===== src/hw/rc_pkg.sv =====
// Purpose: Shared constants and carrier types for the reset controller.
// Assumes: Clock runs at 10 MHz; all counts are in clock cycles.
// Notes:   Register offsets are word indices on the plain register port.
package rc_pkg;

  localparam int unsigned RC_ADDR_W = 4;
  localparam int unsigned RC_DATA_W = 16;

  // Register offsets.
  localparam logic [3:0] RC_REG_CAUSE  = 4'h0;
  localparam logic [3:0] RC_REG_CTRL   = 4'h1;
  localparam logic [3:0] RC_REG_STATUS = 4'h2;

  // Cause flag positions.
  localparam int unsigned RC_CAUSE_EXT  = 7;
  localparam int unsigned RC_CAUSE_POW  = 6;
  localparam int unsigned RC_CAUSE_WD   = 5;
  localparam int unsigned RC_CAUSE_HLT  = 4;
  localparam int unsigned RC_CAUSE_LOC  = 2;
  localparam int unsigned RC_CAUSE_SYS  = 1;
  localparam int unsigned RC_CAUSE_TST  = 0;

  // Control field positions.
  localparam int unsigned RC_CTRL_HME   = 0;
  localparam int unsigned RC_CTRL_CLOCK_LOSS_RESET_ENABLE = 1;
  localparam int unsigned RC_CTRL_CLOCK_LOSS_DETECT_DISABLE = 2;
  localparam int unsigned RC_CTRL_BMT   = 4;
  localparam int unsigned RC_CTRL_BME   = 6;

  // Values after reset.
  localparam logic [7:0] RC_CAUSE_RESET = 8'h00;
  localparam logic [7:0] RC_POW_PENDING = 8'h40;
  localparam logic [6:0] RC_CTRL_RESET  = 7'h00;

  // Cycle counts, vector length and boot base.
  localparam int unsigned RC_ASSERT_CYCLES  = 512;
  localparam int unsigned RC_RELEASE_CYCLES = 10;
  localparam int unsigned RC_PIN_VALID      = 4;
  localparam int unsigned RC_VECTOR_WORDS   = 4;
  localparam logic [23:0] RC_BOOT_BASE      = 24'h000000;

  typedef enum logic [2:0] {
    RC_RUN,
    RC_SYNC_WAIT,
    RC_EXT_HOLD,
    RC_ASSERT,
    RC_RELEASE
  } rc_state_e;

  // The reset lines that one request class asserts.
  typedef struct packed {
    logic master;
    logic clock;
    logic pin;
  } rc_lines_s;

endpackage


===== src/hw/rc_reset_ctrl.sv =====
// Purpose: Reset controller: classifies requests, drives reset lines.
// Assumes: clock is the clock-out domain; bus and request inputs from the
//          core are on this clock, pins pass a synchroniser first.
// Notes:   Cause flags are read-only; the control register steers sources.
// Notes on behaviour
// RULE1 - Four reset outputs: pin driver, clock module, master, instruction.
// RULE2 - Pin line drives pin, clock reset clock module, master the rest.
// RULE3 - Instruction indication tells circuits the reset instruction ran.
// RULE4 - Each request class asserts its own subset of the reset lines.
// RULE5 - Resets act on clock-out edges; asynchronous ones assert at once.
// RULE6 - Synchronous requests wait until the current bus cycle finishes.
// RULE7 - Waiting lets byte and aligned-word writes on the module bus complete.
// RULE8 - Bus monitor is forced on while reset waits for a bus cycle.
// RULE9 - Hung awaited cycle is ended after the programmed monitor timeout.
// RULE10 - External pin request is synchronous and sets the external flag.
// RULE11 - Power-on detection resets asynchronously and sets its flag.
// RULE12 - Watchdog timeout resets asynchronously and sets its flag.
// RULE13 - Enabled halt monitor seeing halt resets asynchronously, flags halt.
// RULE14 - Reset instruction is asynchronous but not a catastrophic failure.
// RULE15 - External device holds the pin low at least 520 cycles.
// RULE16 - Validate reset, latch configuration and boot select before running.
// RULE17 - Boot chip select answers accesses from address zero out of reset.
// RULE18 - Reset vector is the first four words fetched after reset.
// RULE19 - Clock-loss reset is synchronous, needs enable set and disable clear.
// RULE20 - Cause flags update at pin release, may stack, writes ignored.
// RULE21 - After external release drive 512, float 10, latch, retest pin.
// RULE22 - Internal requests drive pin 512 cycles, longer while still active; watchdog and reset instruction do not extend it here.
//
// Design decisions made here: the register offsets and the address-and-strobe port.
`timescale 1ns/1ps
module rc_reset_ctrl
  import rc_pkg::*;
#(
  parameter int unsigned MODE_W     = 2,
  parameter int unsigned BOOT_AW    = 24,
  parameter int unsigned BOOT_BLK_W = 20,
  parameter logic [6:0]  BMT_CYC0   = 7'h3F,
  parameter logic [6:0]  BMT_CYC1   = 7'h1F,
  parameter logic [6:0]  BMT_CYC2   = 7'h0F,
  parameter logic [6:0]  BMT_CYC3   = 7'h07
)
(
  input  wire logic                 clock,
  input  wire logic                 rstn,
  input  wire logic [RC_ADDR_W-1:0] reg_addr,
  input  wire logic [RC_DATA_W-1:0] reg_wdata,
  input  wire logic                 reg_write,
  input  wire logic                 reg_read,
  output logic      [RC_DATA_W-1:0] reg_rdata,
  input  wire logic                 reset_pin_in,
  output logic                      reset_pin_out,
  output logic                      reset_pin_oe,
  input  wire logic                 power_on_detect,
  input  wire logic                 watchdog_timeout,
  input  wire logic                 halt_seen,
  input  wire logic                 clock_loss,
  input  wire logic                 test_request,
  input  wire logic                 reset_instruction,
  input  wire logic [MODE_W-1:0]    mode_select,
  input  wire logic                 bus_cycle_active,
  input  wire logic                 bus_cycle_ack,
  input  wire logic                 bus_read,
  input  wire logic [BOOT_AW-1:0]   bus_addr,
  output logic                      bus_monitor_active,
  output logic                      bus_cycle_abort,
  output logic                      pin_reset_drive,
  output logic                      clock_module_reset,
  output logic                      master_reset,
  output logic                      reset_instruction_indication,
  output logic                      cpu_run,
  output logic                      boot_chip_select,
  output logic                      vector_fetch,
  output logic      [MODE_W-1:0]    boot_config
);

  typedef struct packed {
    rc_state_e          state;
    logic [9:0]         cnt;
    logic [6:0]         bm_cnt;
    logic [2:0]         valid_cnt;
    logic [2:0]         vec_cnt;
    logic [7:0]         pend;
    logic [7:0]         cause;
    logic [6:0]         ctrl;
    rc_lines_s          lines;
    logic               sys_ind;
    logic               ext_req;
    logic               run;
    logic               abort;
    logic               boot_cs;
    logic               boot_en;
    logic [MODE_W-1:0]  cfg;
    logic [RC_DATA_W-1:0] rdata;
  } rc_st_s;

  localparam logic [9:0] ASSERT_LAST  = 10'(RC_ASSERT_CYCLES - 1);
  localparam logic [9:0] RELEASE_LAST = 10'(RC_RELEASE_CYCLES - 1);
  localparam logic [2:0] VALID_LAST   = 3'(RC_PIN_VALID - 1);
  localparam logic [2:0] VEC_WORDS    = 3'(RC_VECTOR_WORDS);

  // Power-on starts the controller in the assert state with its flag
  // pending, so the first pin release reports a power-on cause.
  localparam rc_st_s ST_RESET = '{
    state:     RC_ASSERT,
    cnt:       '0,
    bm_cnt:    '0,
    valid_cnt: '0,
    vec_cnt:   '0,
    pend:      RC_POW_PENDING,
    cause:     RC_CAUSE_RESET,
    ctrl:      RC_CTRL_RESET,
    lines:     '{master: 1'b1, clock: 1'b1, pin: 1'b1},
    sys_ind:   1'b0,
    ext_req:   1'b0,
    run:       1'b0,
    abort:     1'b0,
    boot_cs:   1'b0,
    boot_en:   1'b1,
    cfg:       '0,
    rdata:     '0
  };

  rc_st_s st_r;
  rc_st_s st_nxt;

  logic [1:0] pins_sync;
  logic       pin_low;
  logic       pow_lvl;

  rc_sync #(
    .WIDTH (2)
  ) u_pin_sync (
    .clock       (clock),
    .rstn        (rstn),
    .async_in    ({reset_pin_in, power_on_detect}),
    .reset_value (2'b10),
    .sync_out    (pins_sync)
  );

  assign pin_low = ~pins_sync[1];
  assign pow_lvl = pins_sync[0];

  logic      halt_req;
  logic      loc_req;
  logic      async_req;
  logic      sync_int_req;
  logic      int_level;
  logic      ext_valid;
  logic [7:0] new_cause;
  rc_lines_s new_lines;
  logic [6:0] bm_limit;

  always_comb
  begin
    halt_req  = halt_seen & st_r.ctrl[RC_CTRL_HME]; // RULE13
    loc_req   = clock_loss & st_r.ctrl[RC_CTRL_CLOCK_LOSS_RESET_ENABLE]
              & ~st_r.ctrl[RC_CTRL_CLOCK_LOSS_DETECT_DISABLE]; // RULE19
    // Asynchronous sources skip the bus-cycle wait entirely.
    async_req = pow_lvl | watchdog_timeout | halt_req
              | reset_instruction; // RULE5
    sync_int_req = loc_req | test_request;
    // Levels that keep the pin driven past the minimum count.
    int_level = pow_lvl | halt_req | loc_req | test_request; // RULE22
    ext_valid = pin_low & ~st_r.lines.pin
              & (st_r.valid_cnt == VALID_LAST);
    new_cause = '0;
    new_cause[RC_CAUSE_POW] = pow_lvl; // RULE11
    new_cause[RC_CAUSE_WD]  = watchdog_timeout; // RULE12
    new_cause[RC_CAUSE_HLT] = halt_req; // RULE13
    new_cause[RC_CAUSE_LOC] = loc_req; // RULE19
    new_cause[RC_CAUSE_SYS] = reset_instruction; // RULE14
    new_cause[RC_CAUSE_TST] = test_request;
    new_cause[RC_CAUSE_EXT] = ext_valid; // RULE10
    // Line subsets per request class.
    new_lines.pin    = |new_cause; // RULE4
    new_lines.master = |(new_cause & 8'hFD); // RULE4
    new_lines.clock  = |(new_cause & 8'hFC); // RULE4
    case (st_r.ctrl[RC_CTRL_BMT +: 2])
      2'h0:    bm_limit = BMT_CYC0;
      2'h1:    bm_limit = BMT_CYC1;
      2'h2:    bm_limit = BMT_CYC2;
      default: bm_limit = BMT_CYC3;
    endcase
  end

  always_comb
  begin
    st_nxt         = st_r;
    st_nxt.abort   = 1'b0;
    st_nxt.boot_cs = 1'b0;
    st_nxt.rdata   = '0;

    // External request must stay low a few cycles to count as valid.
    if (pin_low && !st_r.lines.pin && st_r.state != RC_RELEASE)
    begin
      if (st_r.valid_cnt != VALID_LAST)
        st_nxt.valid_cnt = st_r.valid_cnt + 3'h1; // RULE16
    end
    else
      st_nxt.valid_cnt = '0;

    // Causes seen during a reset stack until the pin is released.
    st_nxt.pend = st_r.pend | new_cause; // RULE20
    if (ext_valid)
      st_nxt.ext_req = 1'b1;

    case (st_r.state)
      RC_RUN:
      begin
        if (async_req)
        begin
          st_nxt.state   = RC_ASSERT; // RULE5
          st_nxt.lines   = new_lines;
          st_nxt.sys_ind = reset_instruction
                         & ~(new_lines.master | new_lines.clock); // RULE3
          st_nxt.cnt     = '0;
          st_nxt.run     = new_lines.master ? 1'b0 : st_r.run; // RULE14
        end
        else if (ext_valid || sync_int_req)
        begin
          st_nxt.state  = RC_SYNC_WAIT; // RULE6
          st_nxt.bm_cnt = '0;
        end
      end
      RC_SYNC_WAIT:
      begin
        // Holding off until the cycle ends keeps byte and aligned-word
        // writes intact; long or misaligned writes may still be cut.
        if (async_req)
        begin
          st_nxt.state = RC_ASSERT; // RULE5
          st_nxt.lines = new_lines;
          st_nxt.cnt   = '0;
          st_nxt.run   = 1'b0;
        end
        else if (!bus_cycle_active || bus_cycle_ack ||
                 st_r.bm_cnt == bm_limit) // RULE7
        begin
          st_nxt.abort = bus_cycle_active & ~bus_cycle_ack
                       & (st_r.bm_cnt == bm_limit); // RULE9
          st_nxt.lines = '{master: 1'b1, clock: ~test_request | loc_req
                         | st_r.ext_req, pin: ~st_r.ext_req}; // RULE4
          st_nxt.run   = 1'b0;
          st_nxt.cnt   = '0;
          st_nxt.state = st_r.ext_req ? RC_EXT_HOLD : RC_ASSERT;
        end
        else
          st_nxt.bm_cnt = st_r.bm_cnt + 7'h01; // RULE9
      end
      RC_EXT_HOLD:
      begin
        // The pin line stays off here so the device's release is seen.
        st_nxt.lines.pin = 1'b0;
        if (!pin_low)
        begin
          st_nxt.lines.pin = 1'b1; // RULE21
          st_nxt.cnt       = '0;
          st_nxt.state     = RC_ASSERT;
        end
      end
      RC_ASSERT:
      begin
        if (async_req || sync_int_req)
        begin
          st_nxt.lines   = st_r.lines | new_lines; // RULE4
          st_nxt.sys_ind = st_r.sys_ind & ~new_lines.master; // RULE3
          st_nxt.run     = st_r.run & ~new_lines.master; // RULE14
        end
        if (st_r.cnt != ASSERT_LAST)
          st_nxt.cnt = st_r.cnt + 10'h001; // RULE22
        else if (!int_level)
        begin
          st_nxt.lines.pin = 1'b0; // RULE21
          st_nxt.cnt       = '0;
          st_nxt.state     = RC_RELEASE;
        end
      end
      RC_RELEASE:
      begin
        if (st_r.cnt != RELEASE_LAST)
          st_nxt.cnt = st_r.cnt + 10'h001; // RULE21
        else
        begin
          st_nxt.cfg = mode_select; // RULE16
          st_nxt.cnt = '0;
          if (pin_low)
          begin
            st_nxt.lines.pin = 1'b1; // RULE21
            st_nxt.pend[RC_CAUSE_EXT] = 1'b1;
            st_nxt.state = RC_ASSERT;
          end
          else
          begin
            st_nxt.cause   = st_r.pend | new_cause; // RULE20
            st_nxt.pend    = '0;
            st_nxt.ext_req = 1'b0;
            st_nxt.lines   = '0;
            st_nxt.sys_ind = 1'b0;
            st_nxt.state   = RC_RUN;
            if (st_r.lines.master)
            begin
              st_nxt.boot_en = 1'b1; // RULE17
              st_nxt.vec_cnt = '0; // RULE18
            end
            st_nxt.run = 1'b1; // RULE16
          end
        end
      end
      default:
      begin
        st_nxt.state = RC_ASSERT;
        st_nxt.cnt   = '0;
        st_nxt.lines = '{master: 1'b1, clock: 1'b1, pin: 1'b1};
      end
    endcase

    // Boot select decodes the block at address zero after each full reset.
    if (st_r.run && bus_cycle_active && st_r.boot_en &&
        bus_addr[BOOT_AW-1:BOOT_BLK_W] ==
        RC_BOOT_BASE[BOOT_AW-1:BOOT_BLK_W])
      st_nxt.boot_cs = 1'b1; // RULE17

    // Count the reset vector words read after a full reset.
    if (st_r.run && bus_cycle_ack && bus_read &&
        st_r.vec_cnt != VEC_WORDS)
      st_nxt.vec_cnt = st_r.vec_cnt + 3'h1; // RULE18

    // Cause flags ignore writes; only control is writable.
    if (reg_write && reg_addr == RC_REG_CTRL)
      st_nxt.ctrl = reg_wdata[6:0]; // RULE20
    if (reg_read)
    begin
      case (reg_addr)
        RC_REG_CAUSE:  st_nxt.rdata = {8'h00, st_r.cause};
        RC_REG_CTRL:   st_nxt.rdata = {9'h000, st_r.ctrl};
        RC_REG_STATUS: st_nxt.rdata = RC_DATA_W'({st_r.cfg, st_r.run,
                                      st_r.sys_ind, st_r.lines,
                                      pin_low, st_r.state});
        default:       st_nxt.rdata = '0;
      endcase
    end
  end

  always_ff @(posedge clock or negedge rstn)
  begin
    if (!rstn)
      st_r <= ST_RESET;
    else
      st_r <= st_nxt;
  end

  // Open-drain pin: only ever pulled low.
  assign reset_pin_out    = 1'b0; // RULE2
  assign reset_pin_oe     = st_r.lines.pin; // RULE2
  assign pin_reset_drive  = st_r.lines.pin; // RULE1
  assign clock_module_reset = st_r.lines.clock; // RULE1
  assign master_reset     = st_r.lines.master; // RULE1
  assign reset_instruction_indication = st_r.sys_ind; // RULE3
  // Forcing the monitor avoids a hung cycle blocking reset forever.
  assign bus_monitor_active = st_r.ctrl[RC_CTRL_BME]
                            | (st_r.state == RC_SYNC_WAIT); // RULE8
  assign bus_cycle_abort  = st_r.abort; // RULE9
  assign cpu_run          = st_r.run;
  assign boot_chip_select = st_r.boot_cs;
  assign vector_fetch     = st_r.run & (st_r.vec_cnt != VEC_WORDS); // RULE18
  assign boot_config      = st_r.cfg;
  assign reg_rdata        = st_r.rdata;

endmodule


===== src/hw/rc_sync.sv =====
// Purpose: Two flip-flop synchroniser for levels from outside the clock.
// Assumes: Inputs are slow levels that stay put for several cycles.
// Notes:   Only the second stage may be read by any other logic.
`timescale 1ns/1ps
module rc_sync
  import rc_pkg::*;
#(
  parameter int unsigned WIDTH = 1
)
(
  input  wire logic             clock,
  input  wire logic             rstn,
  input  wire logic [WIDTH-1:0] async_in,
  input  wire logic [WIDTH-1:0] reset_value,
  output logic      [WIDTH-1:0] sync_out
);

  logic [WIDTH-1:0] stage1_r;

  // Reset value is a port so each instance can pick a safe idle level, but
  // it is applied by a synchronous load after release, never asynchronously.
  logic             loaded_r;

  always_ff @(posedge clock or negedge rstn)
  begin
    if (!rstn)
    begin
      stage1_r <= '0;
      sync_out <= '0;
      loaded_r <= 1'b0;
    end
    else
    begin
      loaded_r <= 1'b1;
      stage1_r <= async_in;
      sync_out <= loaded_r ? stage1_r : reset_value;
    end
  end

endmodule


===== config.mk =====
export PLATFORM = sky130hd
export DESIGN_NAME = rc_reset_ctrl
export DESIGN_NICKNAME = d
export VERILOG_FILES = /design/src/hw/rc_pkg.sv /design/src/hw/rc_reset_ctrl.sv /design/src/hw/rc_sync.sv
export SDC_FILE = /design/constraint.sdc
export NUM_CORES = 1
export LEC_CHECK = 0
export BUFFER_PORTS_ARGS = -buffer_cell sky130_fd_sc_hd__buf_2
export CORE_ASPECT_RATIO = 1.25
export CORE_MARGIN = 5
export CORE_UTILIZATION = 54
export DETAILED_ROUTE_END_ITERATION = 12
export HOLD_SLACK_MARGIN = 0.15
export PLACE_DENSITY = 0.8
export SETUP_SLACK_MARGIN = 0.2
export SLEW_MARGIN = 30
export SYNTH_ARGS = -nofsm -noshare
export SYNTH_HDL_FRONTEND = slang
export SYNTH_HIERARCHICAL = 1
export SYNTH_SLANG_ARGS = --single-unit

===== constraint.sdc =====
create_clock -name clock -period 3.1 [get_ports clock]
set_input_delay 0.62 -clock clock [delete_from_list [all_inputs] [get_ports clock]]
set_output_delay 0.62 -clock clock [all_outputs]
set_load 0.02 [all_outputs]

# Yosys cells after proc, flatten, opt, wreduce, memory -nomap -nowiden
# Cells that the tools add are included.
[word_totals]
reg_bits = 80
out_inout_bits = 29
wordCells = 184
in_bits = 60
[op_classes]
bitwise_logic = 34
addsub = 4
muxes = 56
eq_ne = 32
n_reduce_logical = 37
[ops]
columns = ["op", "count"]
rows = [
  ["one-hot mux 13 bit (5 select lines)", 1],
  ["2-to-1 mux 13 bit", 4],
  ["2-to-1 mux 19 bit", 2],
  ["2-to-1 mux 3 bit", 12],
  ["one-hot mux 11 bit (3 select lines)", 1],
  ["2-to-1 mux 10 bit", 3],
  ["2-to-1 mux 7 bit", 4],
  ["inequality test 2 bit, second input constant", 10],
  ["one-hot mux 6 bit (3 select lines)", 1],
  ["2-to-1 mux 15 bit", 1],
  ["inequality test 3 bit, second input constant", 5],
  ["2-to-1 mux 1 bit", 14],
  ["one-hot mux 7 bit (2 select lines)", 1],
  ["AND reduction 6 bit", 2],
  ["AND 1 bit", 11],
  ["2-to-1 mux 11 bit", 1],
  ["OR 1 bit", 11],
  ["adder 10 x 1 -> 10 bit, second input constant", 1],
  ["inequality test 10 x 4 -> 1 bit, second input constant", 1],
  ["inequality test 10 x 9 -> 1 bit, second input constant", 1],
  ["NOT 1 bit", 10],
  ["one-hot mux 2 bit (5 select lines)", 1],
  ["AND reduction 5 bit", 2],
  ["equality test 3 x 2 -> 1 bit, second input constant", 3],
  ["35 further kinds", 60],
]

# Logic depth before layout (Yosys ltp)
[depth]
ltp_word = 10
mapped_depth = 9
depth_no_buf = 8

# Modules after synthesis
# Netlist, hierarchy kept.
[by_module_without_submodules]
columns = ["module", "n_inst", "seq_area_each_um2", "area_per_inst_um2", "cells_each"]
rows = [
  ["rc_reset_ctrl", 1, 1709.1, 3718.6, 398],
  ["rc_sync", 1, 125.1, 151.4, 8],
]

# Worst setup path before layout
# No wires, ideal clock.
[synth_timing]
kind = "reg-to-reg"
from = "register st_r[53] (netlist name)"
to = "register st_r[59] (netlist name)"
slack_ns = 0.691
path_buffers = 0
required_ns = 3.034
setup_ns = 0.066
arrival_time_ns = 2.343
path_stages_with_launch = 9
path_cell_list = "dfrtp_1 > ha_1 > ha_1 > nor3b_2 > or3_4 > o211a_4 > and2_4 > or4_1 > nand2_1"
[synth_between]
elab_chain_cells = 5
[synth_lines]
columns = ["element", "line", "source"]
rows = [
  ["start: declaration", "rc_reset_ctrl.sv:123", "rc_st_s st_r;"],
  ["start signal: assignment", "rc_reset_ctrl.sv:349", "st_r <= st_nxt;"],
  ["equality test 3 x 2 -> 1 bit", "rc_reset_ctrl.sv:165", "& (st_r.valid_cnt == VALID_LAST);"],
  ["AND 1 bit", "rc_reset_ctrl.sv:165", ""],
  ["logical OR 1 bit", "rc_reset_ctrl.sv:219", "else if (ext_valid || sync_int_req)"],
  ["inequality test 2 bit (no line)", "n/a", ""],
  ["AND reduction 5 bit (no line)", "n/a", ""],
]
# Every way passes these cells.
# A chain may end at the register's enable or synchronous reset.

# Final worst setup path
# Ends and elaborated chain as after synthesis.

==> flow_summary.json <==
{
  "post-dp-hpwl_mm": 6.35,
  "synth_edf_count": 0,
  "die_h_um": 105,
  "cts_setup_buffers": 0,
  "ys_seq_area_share_pct": 47.4,
  "arrival_ps": 2880,
  "hold_viol_final": 0,
  "hold_buffers": 0,
  "status": "finished clean",
  "power.leakage_nw": 1.94,
  "grt_pass1_vias": 3086,
  "antenna_found_initial": 0,
  "dieArea_mm2": 0.00897,
  "tightest_slew_ps": 697,
  "r2r-start": "st_r[53]$_DFFE_PN0P_",
  "grt_pass1_wl_mm": 14.4,
  "cts_buffers": 9,
  "wl_mm": 8.67,
  "die_w_um": 85.7,
  "final_nets": 510,
  "drt-wirelength-per-cell_um": 16.1,
  "r2r_end": "st_r[59]$_DFFE_PN0P_",
  "htree_levels": 3,
  "cts_tree": "yes",
  "worstSetupPathType": "flip-flop to flip-flop",
  "total_power_mw": 2.93,
  "synthArstFlopShare_pct": 100,
  "crit_path_start_kind": "flip-flop",
  "finalSetupTns_ps": 0,
  "rsz0062_at_grt": "false",
  "hold_ws_ps": 305,
  "syn_inst": 406,
  "cts_resized": 0,
  "synth_seq_cells": 73,
  "ff2ff_path_depth": 8,
  "clk_pin_slew_ps": 80,
  "start_util_pct": 55.5,
  "n_antenna_cell": 0,
  "clock-root-buffer": "clkbuf_8",
  "route.vias.total": 3147,
  "maxSlewViolCount": 0,
  "drtPass1Iterations": 5,
  "relSlewSlack_pct": 53.5,
  "setup_violations": 0,
  "fmax_mhz": 387,
  "final_layout_size_suffix_gt1_share_pct": 23.7,
  "r2r_setup_slack_ps": 510,
  "path_max_fanout": 5,
  "grt_overflow": 0,
  "port_buffers": 53,
  "post-synth-top-count-cell": "dfrtp_1",
  "synthTopCellsByCount": "67 x dfrtp_1, 52 x nor2_1, 36 x nand2_1",
  "num_rows": 34,
  "io_pins": 89,
  "crit_required_ps": 3390,
  "p_per_area_mw_per_mm2": 682,
  "clkSinkCount": 73,
  "fin_crit_ps": 2590,
  "num-fill-cells": 581,
  "grt_max_degree": 45,
  "cts_buffer_depth": 2,
  "netlist_area_mm2": 0.00387,
  "critPathCaptureType": "flip-flop",
  "gp_congestion": 0.979,
  "ys_warn_count": 6,
  "syn_to_final_growth_pct": 11.2,
  "grt_usage_pct": 20.1,
  "via_per_inst": 5.85,
  "clock_skew_ps": 10.0,
  "crit_start": "st_r[53]$_DFFE_PN0P_",
  "hold_path_class": "input port to async pin",
  "synthTopCellsByArea": "dfrtp_1 43%, nor2_1 5.0%, dfstp_2 4.1%",
  "ant_nets": 0,
  "drtIter0Drc": 267,
  "clk_latency_ps": 350,
  "synthDominantCellAreaShare_pct": 43.3,
  "peakVddDrop_mv": 0.519,
  "fp.coreArea_mm2": 0.00698,
  "drv_cap": 0,
  "syn_area_per_cell_um2": 9.53,
  "min_period_over_period_pct": 83.5,
  "yosysTopAreaCell": "dfrtp_1",
  "yosysUniqueCellTypes": 74,
  "drc": 0,
  "ys.flop_type": "dfrtp_1"
}
-- final cells by class --
cell class                      count  area [um^2]  share of cell area, %
Clock buffer                       10          128                   2.97
Clock inverter                      6         91.3                   2.12
Inverter                           13         48.8                   1.13
Multi-Input combinational cell    289         1780                   41.4
Sequential cell                    73         1830                   42.6
Tap cell                           90          113                   2.62
Timing Repair Buffer               57          308                   7.15
-- metal layers --
metal | vias up | track usage, % | part of all wire (%)
li1 | 1492 | - | -
met1 | 1499 | 25.1 | 41
met2 | 134 | 32.2 | 49
met3 | 22 | 5.20 | 7.5
met4 | 0 | 9.73 | 2.7
met5 | - | 0 | 0
-- cells by family after synthesis --
logic type	after synthesis	share of synthesized area, %
compound gates	91	15.7
mux	20	5.56
xor+xnor	5	1.13
buf+inv	50	7.18
simple gates	157	20.5
fa+ha+maj	7	2.26
other cells	3	0.291
flops	73	47.4
-- state kept, by name, summed over array words and instances, names as in the netlist --
signal	count
u_pin_sync/stage1_r	2
u_pin_sync/sync_out	2
master_reset	1
u_pin_sync/loaded_r	1
clock_module_reset	1
pin_reset_drive	1
boot_chip_select	1
st_r	48
cpu_run	1
reg_rdata	11
reset_instruction_indication	1
bus_cycle_abort	1
boot_config	2
-- critical path, cell delays in order, from the launching register on --
cell and delay [ps]:
dfrtp_1 400, ha_1 210, ha_1 240, nor3b_2 220, or3_4 440, o211a_4 270
and2_4 180, or4_1 490, nand2_1 70
-- worst max-delay path by stage --
| stage | end | depth (start not counted) |
|---|---|---|
| after floorplan | st_r[59]$_DFFE_PN0P_ | 8 |
| final | st_r[59]$_DFFE_PN0P_ | 8 |
| after global placement | st_r[59]$_DFFE_PN0P_ | 8 |
| after detailed placement | st_r[59]$_DFFE_PN0P_ | 8 |
| after CTS | st_r[59]$_DFFE_PN0P_ | 8 |
| after global routing | st_r[59]$_DFFE_PN0P_ | 8 |
-- cells in the final DEF (no fill, tap or decap), types with 3 or more instances in the layout --
master	n
and2_1	4
conb_1	9
mux2_2	12
nand2b_1	4
nor2_1	52
ha_1	7
o21ai_1	6
a31oi_1	13
and3_1	4
clkbuf_8	9
buf_2	53
nand4_1	4
mux2i_1	8
xor2_1	4
nand3_1	12
dfrtp_1	67
a21oi_1	22
o21ai_0	17
inv_1	13
nor4_1	5
nor3_1	9
buf_4	3
nand2_1	36
dfstp_2	6
-- metrics by stage --
stage | utilization, % | worst slack (ps) | area [um^2] | std cells
2_1_floorplan | - | 691 | 3890 | 412
4_1_cts | 61.7 | 510 | 4300 | 538
3_5_place_dp | 58.5 | 541 | 4080 | 522
6_report | 61.7 | 513 | 4300 | 538
3_3_place_gp | 58.5 | 576 | 4080 | 522
5_1_grt | 61.7 | 421 | 4300 | 538
-- report_power, final --
group | total, mW | internal [mW] | switching (mW)
clock | 0.818 | 0.457 | 0.361
combinational | 0.821 | 0.330 | 0.491
sequential | 1.30 | 1.10 | 0.194
total | 2.93 | 1.89 | 1.05
(Power assumes the default switching activity.)
